--- config.mk ---
export PLATFORM = sky130hd
export DESIGN_NAME = sees_slave
export DESIGN_NICKNAME = d
export VERILOG_FILES = /design/src/verilog/sees_fifo2.v /design/src/verilog/sees_slave.v
export VERILOG_INCLUDE_DIRS = /design/src /design/src/verilog
export SDC_FILE = /design/constraint.sdc
export NUM_CORES = 2
export LEC_CHECK = 0
export ABC_AREA = 1
export BUFFER_PORTS_ARGS = -buffer_cell sky130_fd_sc_hd__buf_2
export CAP_MARGIN = 15
export CORE_MARGIN = 8
export CORE_UTILIZATION = 50
export CTS_BUF_LIST = sky130_fd_sc_hd__clkbuf_8
export CTS_CLUSTER_DIAMETER = 80
export DETAILED_ROUTE_END_ITERATION = 12
export PLACE_DENSITY = 0.67
export SLEW_MARGIN = 25
export SYNTH_ARGS = -nofsm -noshare
export SYNTH_HDL_FRONTEND = slang
export SYNTH_HIERARCHICAL = 1
export SYNTH_SLANG_ARGS = --single-unit
--- constraint.sdc ---
create_clock -name clk_sys -period 51.9 [get_ports clk_sys]
set_clock_uncertainty 0.05 [all_clocks]
set_input_delay 12.975 -clock clk_sys [delete_from_list [all_inputs] [get_ports clk_sys]]
set_output_delay 12.975 -clock clk_sys [all_outputs]
set_load 0.01 [all_outputs]
--- src/verilog/sees_defines.vh ---
// constants for the serial eeprom slave front end
`ifndef SEES_DEFINES_VH
`define SEES_DEFINES_VH

// control byte layout
`define SEES_CTRL_CODE    4'hA
`define SEES_CODE_HI      7
`define SEES_CODE_LO      4
`define SEES_BLOCK_BIT    3
`define SEES_CSEL_HI_BIT  2
`define SEES_CSEL_LO_BIT  1
`define SEES_RW_BIT       0

// bit slot counts within one byte frame
`define SEES_ACK_SLOT     4'h8
`define SEES_ACK_DONE     4'h9

// page buffer
`define SEES_PAGE_BYTES   128
`define SEES_PAGE_LAST    7'h7F

// write cycle time: 5 ms counted in 50 MHz system clocks
`define SEES_TWC_CYC      18'h3D090

// programming stream word: address 17 bits, data 8 bits
`define SEES_PROG_W       25

`endif

--- src/verilog/sees_fifo2.v ---
// two-entry buffer with valid and ready on both sides
`timescale 1ns/1ns

module sees_fifo2 #(
   parameter WIDTH = 25
) (
   // clock and reset
   input  wire             clk_sys,
   input  wire             sys_rst,
   // filling side
   input  wire             inValid,
   output wire             inReady,
   input  wire [WIDTH-1:0] inData,
   // draining side
   output wire             outValid,
   input  wire             outReady,
   output wire [WIDTH-1:0] outData
);

   reg [WIDTH-1:0] mem_q [0:1];
   reg             wrPtr_q;
   reg             rdPtr_q;
   reg [1:0]       cnt_q;

   wire            push;
   wire            pop;

   // full and empty come straight from the count
   assign inReady  = (cnt_q != 2'h2);
   assign outValid = (cnt_q != 2'h0);
   assign outData  = mem_q[rdPtr_q];
   assign push     = inValid & inReady;
   assign pop      = outValid & outReady;

   // pointers and count; push and pop may share a cycle
   always @(posedge clk_sys or posedge sys_rst) begin
      if (sys_rst) begin
         wrPtr_q <= 1'b0;
         rdPtr_q <= 1'b0;
         cnt_q   <= 2'h0;
      end else begin
         if (push)
            wrPtr_q <= ~wrPtr_q;
         if (pop)
            rdPtr_q <= ~rdPtr_q;
         if (push & ~pop)
            cnt_q <= cnt_q + 2'h1;
         else if (pop & ~push)
            cnt_q <= cnt_q - 2'h1;
      end
   end

   // storage written at the write pointer
   always @(posedge clk_sys or posedge sys_rst) begin
      if (sys_rst) begin
         mem_q[0] <= {WIDTH{1'b0}};
         mem_q[1] <= {WIDTH{1'b0}};
      end else if (push) begin
         mem_q[wrPtr_q] <= inData;
      end
   end

endmodule

--- src/verilog/sees_slave.v ---
// two-wire eeprom slave: protocol engine, page buffer, write cycle
`timescale 1ns/1ns
`include "sees_defines.vh"

module sees_slave #(
   parameter [17:0] TWC_CYCLES = `SEES_TWC_CYC
) (
   // clock and reset
   input  wire        clk_sys,
   input  wire        sys_rst,
   // two-wire bus pins
   input  wire        sclIn,
   input  wire        sdaIn,
   output wire        sdaOut,
   output wire        sdaOe,
   // chip address and protect pins
   input  wire        chipSelPinLow,
   input  wire        chipSelPinHigh,
   input  wire        fixedSelectPin,
   input  wire        writeProtect,
   // status
   output wire        writeBusy,
   // array read port, data valid in the same cycle
   output wire [16:0] memRdAddr,
   input  wire [7:0]  memRdData,
   // array programming stream
   output wire        memWrValid,
   input  wire        memWrReady,
   output wire [16:0] memWrAddr,
   output wire [7:0]  memWrData
);

   // ==========================================================
   // declarations
   localparam [2:0] ST_IDLE  = 3'h0;
   localparam [2:0] ST_CTRL  = 3'h1;
   localparam [2:0] ST_ADRH  = 3'h2;
   localparam [2:0] ST_ADRL  = 3'h3;
   localparam [2:0] ST_WDATA = 3'h4;
   localparam [2:0] ST_RDATA = 3'h5;

   reg  [5:0]  syncM_q;
   reg  [5:0]  syncS_q;
   reg         sclP_q;
   reg         sdaP_q;
   reg  [2:0]  state_q;
   reg  [2:0]  nxt_q;
   reg  [3:0]  bitCnt_q;
   reg  [7:0]  sh_q;
   reg  [7:0]  tx_q;
   reg  [16:0] ptr_q;
   reg         wrote_q;
   reg         sdaOe_q;
   reg         busy_q;
   reg  [17:0] timer_q;
   reg  [9:0]  base_q;
   reg  [6:0]  idx_q;
   reg         streamDone_q;

   wire        sclS;
   wire        sdaS;
   wire        cselLo;
   wire        cselHi;
   wire        fixSel;
   wire        wpS;
   wire        sclRise;
   wire        sclFall;
   wire        startDet;
   wire        stopDet;
   wire        match;
   wire        decide;
   wire        ctrlWrAck;
   wire        pbWr;
   wire        progGo;
   wire        wpSkip;
   wire        busyEnd;
   wire        clrLoaded;
   wire [127:0] ldVec;
   wire [7:0]  pbByte [0:127];
   wire        bufInValid;
   wire        bufInReady;
   wire [24:0] bufInData;
   wire [24:0] bufOutData;
   wire [7:0]  progByte;

   // ==========================================================
   // pin synchronisers and bus condition detection
   // every pin passes two flops; edges are seen on stage two
   // select and protect pins share the stages so all move together
   // the two clocks of latency are far below one link bit
   always @(posedge clk_sys or posedge sys_rst) begin
      if (sys_rst) begin
         syncM_q <= 6'h3F;
         syncS_q <= 6'h3F;
         sclP_q  <= 1'b1;
         sdaP_q  <= 1'b1;
      end else begin
         syncM_q <= {sclIn, sdaIn, chipSelPinLow, chipSelPinHigh,
                     fixedSelectPin, writeProtect};
         syncS_q <= syncM_q;
         sclP_q  <= syncS_q[5];
         sdaP_q  <= syncS_q[4];
      end
   end

   assign sclS    = syncS_q[5];
   assign sdaS    = syncS_q[4];
   assign cselLo  = syncS_q[3];
   assign cselHi  = syncS_q[2];
   assign fixSel  = syncS_q[1];
   assign wpS     = syncS_q[0];
   assign sclRise = sclS & ~sclP_q;
   assign sclFall = ~sclS & sclP_q;
   // sda moving while scl stays high marks start or stop
   assign startDet = sclS & sclP_q & sdaP_q & ~sdaS;
   assign stopDet  = sclS & sclP_q & ~sdaP_q & sdaS;

   // ==========================================================
   // control byte match and one-cycle events
   // any control byte is refused while busy, polling included
   // refusing every byte, not only the polling one, keeps reads
   // off the read port while it serves the page readback
   assign match = (sh_q[`SEES_CODE_HI:`SEES_CODE_LO] == `SEES_CTRL_CODE)
                & (sh_q[`SEES_CSEL_HI_BIT] == cselHi)
                & (sh_q[`SEES_CSEL_LO_BIT] == cselLo)
                & fixSel & ~busy_q;
   assign decide    = sclFall & (bitCnt_q == `SEES_ACK_SLOT);
   assign ctrlWrAck = decide & (state_q == ST_CTRL) & match
                    & ~sh_q[`SEES_RW_BIT];
   assign pbWr      = decide & (state_q == ST_WDATA);
   assign progGo    = stopDet & (state_q == ST_WDATA) & wrote_q
                    & ~wpS;
   assign wpSkip    = stopDet & (state_q == ST_WDATA) & wrote_q
                    & wpS;
   assign busyEnd   = busy_q & (timer_q == 18'h0) & streamDone_q
                    & ~memWrValid;
   assign clrLoaded = ctrlWrAck | wpSkip | busyEnd;

   // ==========================================================
   // protocol engine
   // a start or stop outranks any clock edge seen in the same cycle
   // sdaOe is the only bus output that moves; it changes after scl falls, or clears on a start or stop
   always @(posedge clk_sys or posedge sys_rst) begin
      if (sys_rst) begin
         state_q    <= ST_IDLE;
         nxt_q      <= ST_IDLE;
         bitCnt_q   <= 4'h0;
         sh_q       <= 8'h00;
         tx_q       <= 8'h00;
         ptr_q      <= 17'h00000;
         wrote_q    <= 1'b0;
         sdaOe_q    <= 1'b0;
      end else if (startDet) begin
         // a start abandons whatever was in flight
         state_q  <= ST_CTRL;
         bitCnt_q <= 4'h0;
         sdaOe_q  <= 1'b0;
      end else if (stopDet) begin
         state_q <= ST_IDLE;
         sdaOe_q <= 1'b0;
      end else if (state_q != ST_IDLE) begin
         if (sclRise) begin
            // data is taken while scl is high
            if (bitCnt_q < `SEES_ACK_SLOT) begin
               sh_q     <= {sh_q[6:0], sdaS};
               bitCnt_q <= bitCnt_q + 4'h1;
            end else if (bitCnt_q == `SEES_ACK_SLOT) begin
               bitCnt_q <= `SEES_ACK_DONE;
               if ((state_q == ST_RDATA) & sdaS) begin
                  state_q <= ST_IDLE;
               end
            end
         end else if (sclFall) begin
            if (bitCnt_q == `SEES_ACK_DONE) begin
               // leave the ack slot; reads load the next byte here
               bitCnt_q <= 4'h0;
               state_q  <= nxt_q;
               sdaOe_q  <= 1'b0;
               if (nxt_q == ST_RDATA) begin
                  tx_q    <= memRdData;
                  sdaOe_q <= ~memRdData[7];
                  ptr_q[15:0] <= ptr_q[15:0] + 16'h0001;
               end
            end else if (bitCnt_q == `SEES_ACK_SLOT) begin
               case (state_q)
                  ST_CTRL: begin
                     if (match) begin
                        sdaOe_q    <= 1'b1;
                        ptr_q[16]  <= sh_q[`SEES_BLOCK_BIT];
                        wrote_q    <= 1'b0;
                        nxt_q <= sh_q[`SEES_RW_BIT] ? ST_RDATA
                                                    : ST_ADRH;
                     end else begin
                        state_q <= ST_IDLE;
                     end
                  end
                  ST_ADRH: begin
                     sdaOe_q     <= 1'b1;
                     ptr_q[15:8] <= sh_q;
                     nxt_q       <= ST_ADRL;
                  end
                  ST_ADRL: begin
                     sdaOe_q    <= 1'b1;
                     ptr_q[7:0] <= sh_q;
                     nxt_q      <= ST_WDATA;
                  end
                  ST_WDATA: begin
                     // only the page offset steps, so a run wraps
                     sdaOe_q    <= 1'b1;
                     ptr_q[6:0] <= ptr_q[6:0] + 7'h01;
                     wrote_q    <= 1'b1;
                     nxt_q      <= ST_WDATA;
                  end
                  ST_RDATA: begin
                     sdaOe_q <= 1'b0; // master owns the ack slot
                  end
                  default: begin
                     state_q <= ST_IDLE;
                  end
               endcase
            end else if (state_q == ST_RDATA) begin
               // next bit goes out while scl is low
               sdaOe_q <= ~tx_q[3'h7 - bitCnt_q[2:0]];
            end
         end
      end
   end

   // ==========================================================
   // page buffer: one byte and one loaded flag per entry
   // flags mark bytes taken this command; the rest come from the array
   // flops cost area but let any entry be written in one cycle
   genvar gi;
   generate
      for (gi = 0; gi < `SEES_PAGE_BYTES; gi = gi + 1) begin : gPage
         localparam [31:0] IDXW = gi;
         reg [7:0] byte_q;
         reg       ld_q;
         always @(posedge clk_sys or posedge sys_rst) begin
            if (sys_rst) begin
               byte_q <= 8'h00;
               ld_q   <= 1'b0;
            end else if (pbWr & (ptr_q[6:0] == IDXW[6:0])) begin
               byte_q <= sh_q;
               ld_q   <= 1'b1;
            end else if (clrLoaded) begin
               ld_q <= 1'b0;
            end
         end
         assign pbByte[gi] = byte_q;
         assign ldVec[gi]  = ld_q;
      end
   endgenerate

   // ==========================================================
   // write cycle: stream the whole page, then hold busy
   // untouched bytes are read back so the full page is rewritten
   // busy holds until the buffer drains, so a stalled array can
   // stretch the cycle beyond the nominal write time
   assign progByte   = ldVec[idx_q] ? pbByte[idx_q] : memRdData;
   assign memRdAddr  = busy_q ? {base_q, idx_q} : ptr_q;
   assign bufInValid = busy_q & ~streamDone_q;
   assign bufInData  = {base_q, idx_q, progByte};

   always @(posedge clk_sys or posedge sys_rst) begin
      if (sys_rst) begin
         busy_q       <= 1'b0;
         timer_q      <= 18'h00000;
         base_q       <= 10'h000;
         idx_q        <= 7'h00;
         streamDone_q <= 1'b1;
      end else if (progGo) begin
         busy_q       <= 1'b1;
         timer_q      <= TWC_CYCLES - 18'h00001;
         base_q       <= ptr_q[16:7];
         idx_q        <= 7'h00;
         streamDone_q <= 1'b0;
      end else if (busy_q) begin
         if (timer_q != 18'h00000)
            timer_q <= timer_q - 18'h00001;
         if (bufInValid & bufInReady) begin
            idx_q <= idx_q + 7'h01;
            if (idx_q == `SEES_PAGE_LAST)
               streamDone_q <= 1'b1;
         end
         if (busyEnd)
            busy_q <= 1'b0;
      end
   end

   // ==========================================================
   // buffer in the programming path; a stalled array stalls the stream
   sees_fifo2 #(
      .WIDTH    (`SEES_PROG_W)
   ) uBuf (
      .clk_sys  (clk_sys),
      .sys_rst  (sys_rst),
      .inValid  (bufInValid),
      .inReady  (bufInReady),
      .inData   (bufInData),
      .outValid (memWrValid),
      .outReady (memWrReady),
      .outData  (bufOutData)
   );

   // ==========================================================
   // outputs
   assign memWrAddr = bufOutData[24:8];
   assign memWrData = bufOutData[7:0];
   assign sdaOut    = 1'b0;          // open drain: only ever pulls low
   assign sdaOe     = sdaOe_q;
   assign writeBusy = busy_q;

endmodule

# Word level (Yosys, flattened, before mapping)
# Index checks and enable logic that the tools add are counted.
word_totals:
  ff_bits: 1302
  input_bits: 17
  wordCells: 1000
op_classes:
  addsub: 8
  order_cmp: 7
  n_eq_ne: 151
  muxes: 201
  n_bitwise: 181
  n_reduce_logical: 171
op_table:
  columns: ["cell", "n"]
  rows:
  - ["$eq A7 B7 Y1 const B", 65]
  - ["$reduce_bool A2 Y1", 139]
  - ["$eq A7 B6 Y1 const B", 32]
  - ["$and A1 B1 Y1", 157]
  - ["$mux W1", 150]
  - ["$eq A7 B5 Y1 const B", 16]
  - ["$mux W25", 4]
  - ["$bmux W8 S7", 1]
  - ["$eq A7 B4 Y1 const B", 8]
  - ["$mux W18", 3]
  - ["$bwmux W50", 1]
  - ["$mux W16", 3]
  - ["$mux W3", 13]
  - ["$mux W4", 8]
  - ["$mux W8", 4]
  - ["$reduce_and A8 Y1", 4]
  - ["$eq A7 B3 Y1 const B", 4]
  - ["$reduce_and A9 Y1", 3]
  - ["$demux W25 S1", 1]
  - ["$mux W7", 3]
  - ["$reduce_bool A3 Y1", 7]
  - ["$not A1 Y1", 19]
  - ["$logic_not A18 Y1", 1]
  - ["$reduce_bool A18 Y1", 1]
  - ["52 further kinds", 72]

# Depth between registers and ports, before layout
depth:
  depth_word: 14
  mapped_depth: 20
  ltp_nobuf: 17

# Hierarchy
# Netlist, hierarchy kept.
modules_own_cells:
  columns: ["module", "n_inst", "cells_each", "area_each_um2"]
  rows:
  - ["sees_slave", 1, 7606, 58756.4]
  - ["sees_fifo2", 1, 331, 2637.5]

# Worst setup path after synthesis
# OpenSTA, ideal clock, no wires.
synth_path:
  path_type: "register to output"
  start: "reg idx_q[0]"
  end: "out memRdAddr[0]"
  arrival_ns: 1.578
  path_slack_ns: 37.297
  stages_incl_launch_ff: 7
  path_buffers: 4
  path_cell_list: "dfrtp_1 > clkbuf_1 > clkbuf_1 > clkbuf_1 > buf_1 > nand2_1 > o21ai_0"
synth_via:
  elab_chain_len: 1
synth_rtl:
  columns: ["item", "line", "rtl"]
  rows:
  - ["from (decl)", "sees_slave.v:57", "reg [6:0] idx_q;"]
  - ["from (signal assigned)", "sees_slave.v:282", "idx_q <= idx_q + 7'h01;"]
  - ["$mux W17", "sees_slave.v:261", "assign memRdAddr = busy_q ? {base_q, idx_q} : ptr_q;"]
  - ["to (decl)", "sees_slave.v:24", "output wire [16:0] memRdAddr,"]
# No other way between the ends.

# Final worst setup path
layout_path:
  start: "reg uBuf.rdPtr_q"
  end: "out memWrAddr[5]"
layout_via:
  elab_chain_len: 4
layout_rtl:
  columns: ["item", "line", "rtl"]
  rows:
  - ["from (decl)", "sees_fifo2.v:22", "reg rdPtr_q;"]
  - ["from (signal assigned)", "sees_fifo2.v:45", "rdPtr_q <= ~rdPtr_q;"]
  - ["$not A1 Y2 (implied by the code)", "sees_fifo2.v:31", "assign outData = mem_q[rdPtr_q];"]
  - ["$mux W25 (implied by the code) (3 in a row)", "sees_fifo2.v:31", null]
  - ["to (decl)", "sees_slave.v:29", "output wire [16:0] memWrAddr,"]
# No other way between the ends. The select of a mux whose other input is x is not followed.

==> flow_summary.toml <==
[place]
place_congestion = 0.864
dpl_worst_slack_ps = 35460
port_buffers = 61
dpl.hpwl_um = 106000

[synthesis]
yosys_most_used_dff = "dfrtp_1"
synth_nets = 7967
yosys_warnings = 6
synth-seq-area-share_pct = 53.1
synth_cells = 7937
yosys_register_bits = 1302
synth.distinct_cells = 47
syn_area_um2 = 61400
synth_edf_count = 0
synth.area.top_cells = "dfrtp_1 (52%), nand2_1 (19%), o21ai_1 (9.2%)"
async_flop_share_pct = 100
syn_area_per_cell_um2 = 7.74
yosysTopAreaCell = "dfrtp_1"
synth_top_area_share_pct = 52.5

[route]
wirelength_um = 187000
viasPerCell = 5.63
drt_iter0_drc = 6306
met3_length_um = 15100
via_count = 53424
antenna_left = 0
remaining_drc_errors = 0
highest_layer = "met5"
wl_per_cell_um = 19.7
drt-met1-wl_um = 80200
wl_met2_um = 84400
firstDrtPassIters = 7

[pwr]
power_density_nw_per_um2 = 29.6
leakage_nw = 31.1
ir_drop_mv = 0.0265

[sta]
post-route-min-period_ps = 15770
maxSlewViolCount = 0
worstMarginPinSlew_ps = 1050
rsz0062_at_grt = "false"
setup_viol = 0
tns_ps = 0
whs_ps = 306
finalWorstSetupSlack_ps = 36130
min_period_over_period_pct = 30.4
fmax_mhz = 63.4
max-slew-margin-rel_pct = 30.1
hold_violations = 0

[floorplanning]
dieArea_um2 = 134000
ios = 63
rows = 128
initial_core_util_pct = 50.4
die_h_um = 366
die_width_um = 366
fp.coreArea_um2 = 122000

[critical_path]
crit_type = "reg -> out"
critPathLaunchType = "flip-flop"
path_max_fanout = 27
cp_common_cell = "nand2_1"
cp_slowest_cell = "dfrtp_1"
cpPeakStageDelay_ps = 980
cp.required_ps = 38880
cp.arrival_ps = 2750
end_kind = "output port"
path_cells = "inv_2 > nand2_1 > nand2_1 > buf_2"

[clocking]
cts-root-buf = "clkbuf_8"
cts_resized = 0
clock_path_buffers = 3
cts.clk_slew.worst_paths_ps = 60
cts_tree = "done"
clock_latency_ps = 940
cts_setup_buffers = 0
clock-sinks = 1302
numCtsBuffers = 207
h-tree-depth = 4
hold_buffers = 0

[layout]
multiInputGateArea_um2 = 24800
synthToLayoutAreaGrowth_pct = 8.55
final-seq-area_um2 = 32600
final_cell_mix = "nand2_1 (3066), dfrtp_1 (1283), o21ai_1 (1134)"
drive_above_1_share_pct = 7.11
filler_cell_count = 11579
layout.nets = 7735
layout_commonest_cell = "nand2_1"

[grt]
grt_pass1_wl_um = 296000
grt_util_all_layers_pct = 27.3
antenna_found_initial = 3
grt_max_degree = 179
grt_overflow = 0
grt_pass1_vias = 50752

[flow_run]
maxCapViolCount = 0

[min_path]
hold_path.class = "reg -> reg"

[outcome]
outcome = "complete, no violations"
Yosys cell counts (7+ instances only):
| cell | count |
|---|---|
| nor4_1 | 9 |
| nand2_1 | 3066 |
| buf_1 | 56 |
| buf_2 | 34 |
| nor2_1 | 138 |
| clkinv_1 | 8 |
| dfrtp_1 | 1287 |
| a21oi_1 | 100 |
| mux2_2 | 7 |
| inv_1 | 449 |
| clkbuf_1 | 472 |
| o21ai_1 | 1134 |
| o21ai_0 | 146 |
| ha_1 | 13 |
| nand4_2 | 38 |
| o211ai_1 | 11 |
| inv_2 | 23 |
| nand4_1 | 147 |
| nand3_1 | 691 |
| xor2_1 | 11 |
| buf_4 | 10 |
| dfstp_2 | 15 |
| nor3_1 | 26 |
per-stage QoR:
| stage | utilization (%) | std cells | total power, W | instance area [um^2] |
|---|---|---|---|---|
| after floorplan | - | 7937 | 0.00107 | 61400 |
| final | 54.7 | 9493 | 0.00198 | 66600 |
| after global routing | 54.7 | 9492 | 0.00204 | 66600 |
| after CTS | 54.6 | 9485 | 0.00199 | 66500 |
| after global placement | 51.0 | 9115 | 0.00109 | 62200 |
| after detailed placement | 51.1 | 9116 | 0.00109 | 62200 |
flip-flops by register name, indices dropped and copies added, names as in the netlist, 8 cells and up:
register / flops
gPage.byte_q: 1024
gPage.ld_q: 128
uBuf/mem_q: 50
timer_q: 18
ptr_q: 17
base_q: 10
sh_q: 8
tx_q: 8
where the power goes:
| group | internal (W) | switching, W |
|---|---|---|
| clock network | 0.000487 | 0.000422 |
| logic | 0.00000382 | 0.0000438 |
| registers | 0.00102 | 0.00000195 |
final cells by class:
class / instances / share of cell area (%)
Clock buffer: 269 / 5.56
Sequential cell: 1302 / 48.9
Multi-Input combinational cell: 5578 / 37.2
Clock inverter: 100 / 0.882
Timing Repair Buffer: 135 / 1.52
Antenna cell: 3 / 0.0113
Tap cell: 1625 / 3.05
Inverter: 481 / 2.81
kinds of logic after synthesis:
group | count (synthesis) | synth area share, %
XOR/XNOR | 13 | 0.185
AO/OA/AOI/OAI | 1411 | 11.6
multiplexers | 7 | 0.128
adder cells (fa/ha/maj) | 13 | 0.265
flip-flops | 1302 | 53.1
AND/OR/NAND/NOR | 4133 | 28.0
other | 1 | 0.00611
buffers and inverters | 1057 | 6.65
metal layers:
layer / track usage [%] / vias up
met5: 0 / -
met4: 11.2 / 4
met3: 5.30 / 395
met2: 41.9 / 2118
met1: 37.9 / 25633
li1: - / 25274
worst max-delay path: cells and delay by family (launching register included):
| family | cells | cell delay, ps |
|---|---|---|
| flops | 1 | 980 |
| buf+inv | 2 | 610 |
| simple gates | 2 | 250 |
path summary, 6_finish.rpt:
check / startpoint / endpoint / slack [ps] / cells past startpoint
max in group asynchronous: sys_rst / gPage[29].byte_q[0] / 36540 / 5
max reg2reg: idx_q[0] / uBuf/mem_q[28] / 46150 / 18
min in group asynchronous: sys_rst / uBuf/mem_q[45] / 12160 / 2
max: uBuf/rdPtr_q / memWrAddr[5] / 36130 / 4
min reg2reg: syncM_q[4] / syncS_q[4] / 310 / 0
min: syncM_q[4] / syncS_q[4] / 310 / 0
(Power assumes the default switching activity.)
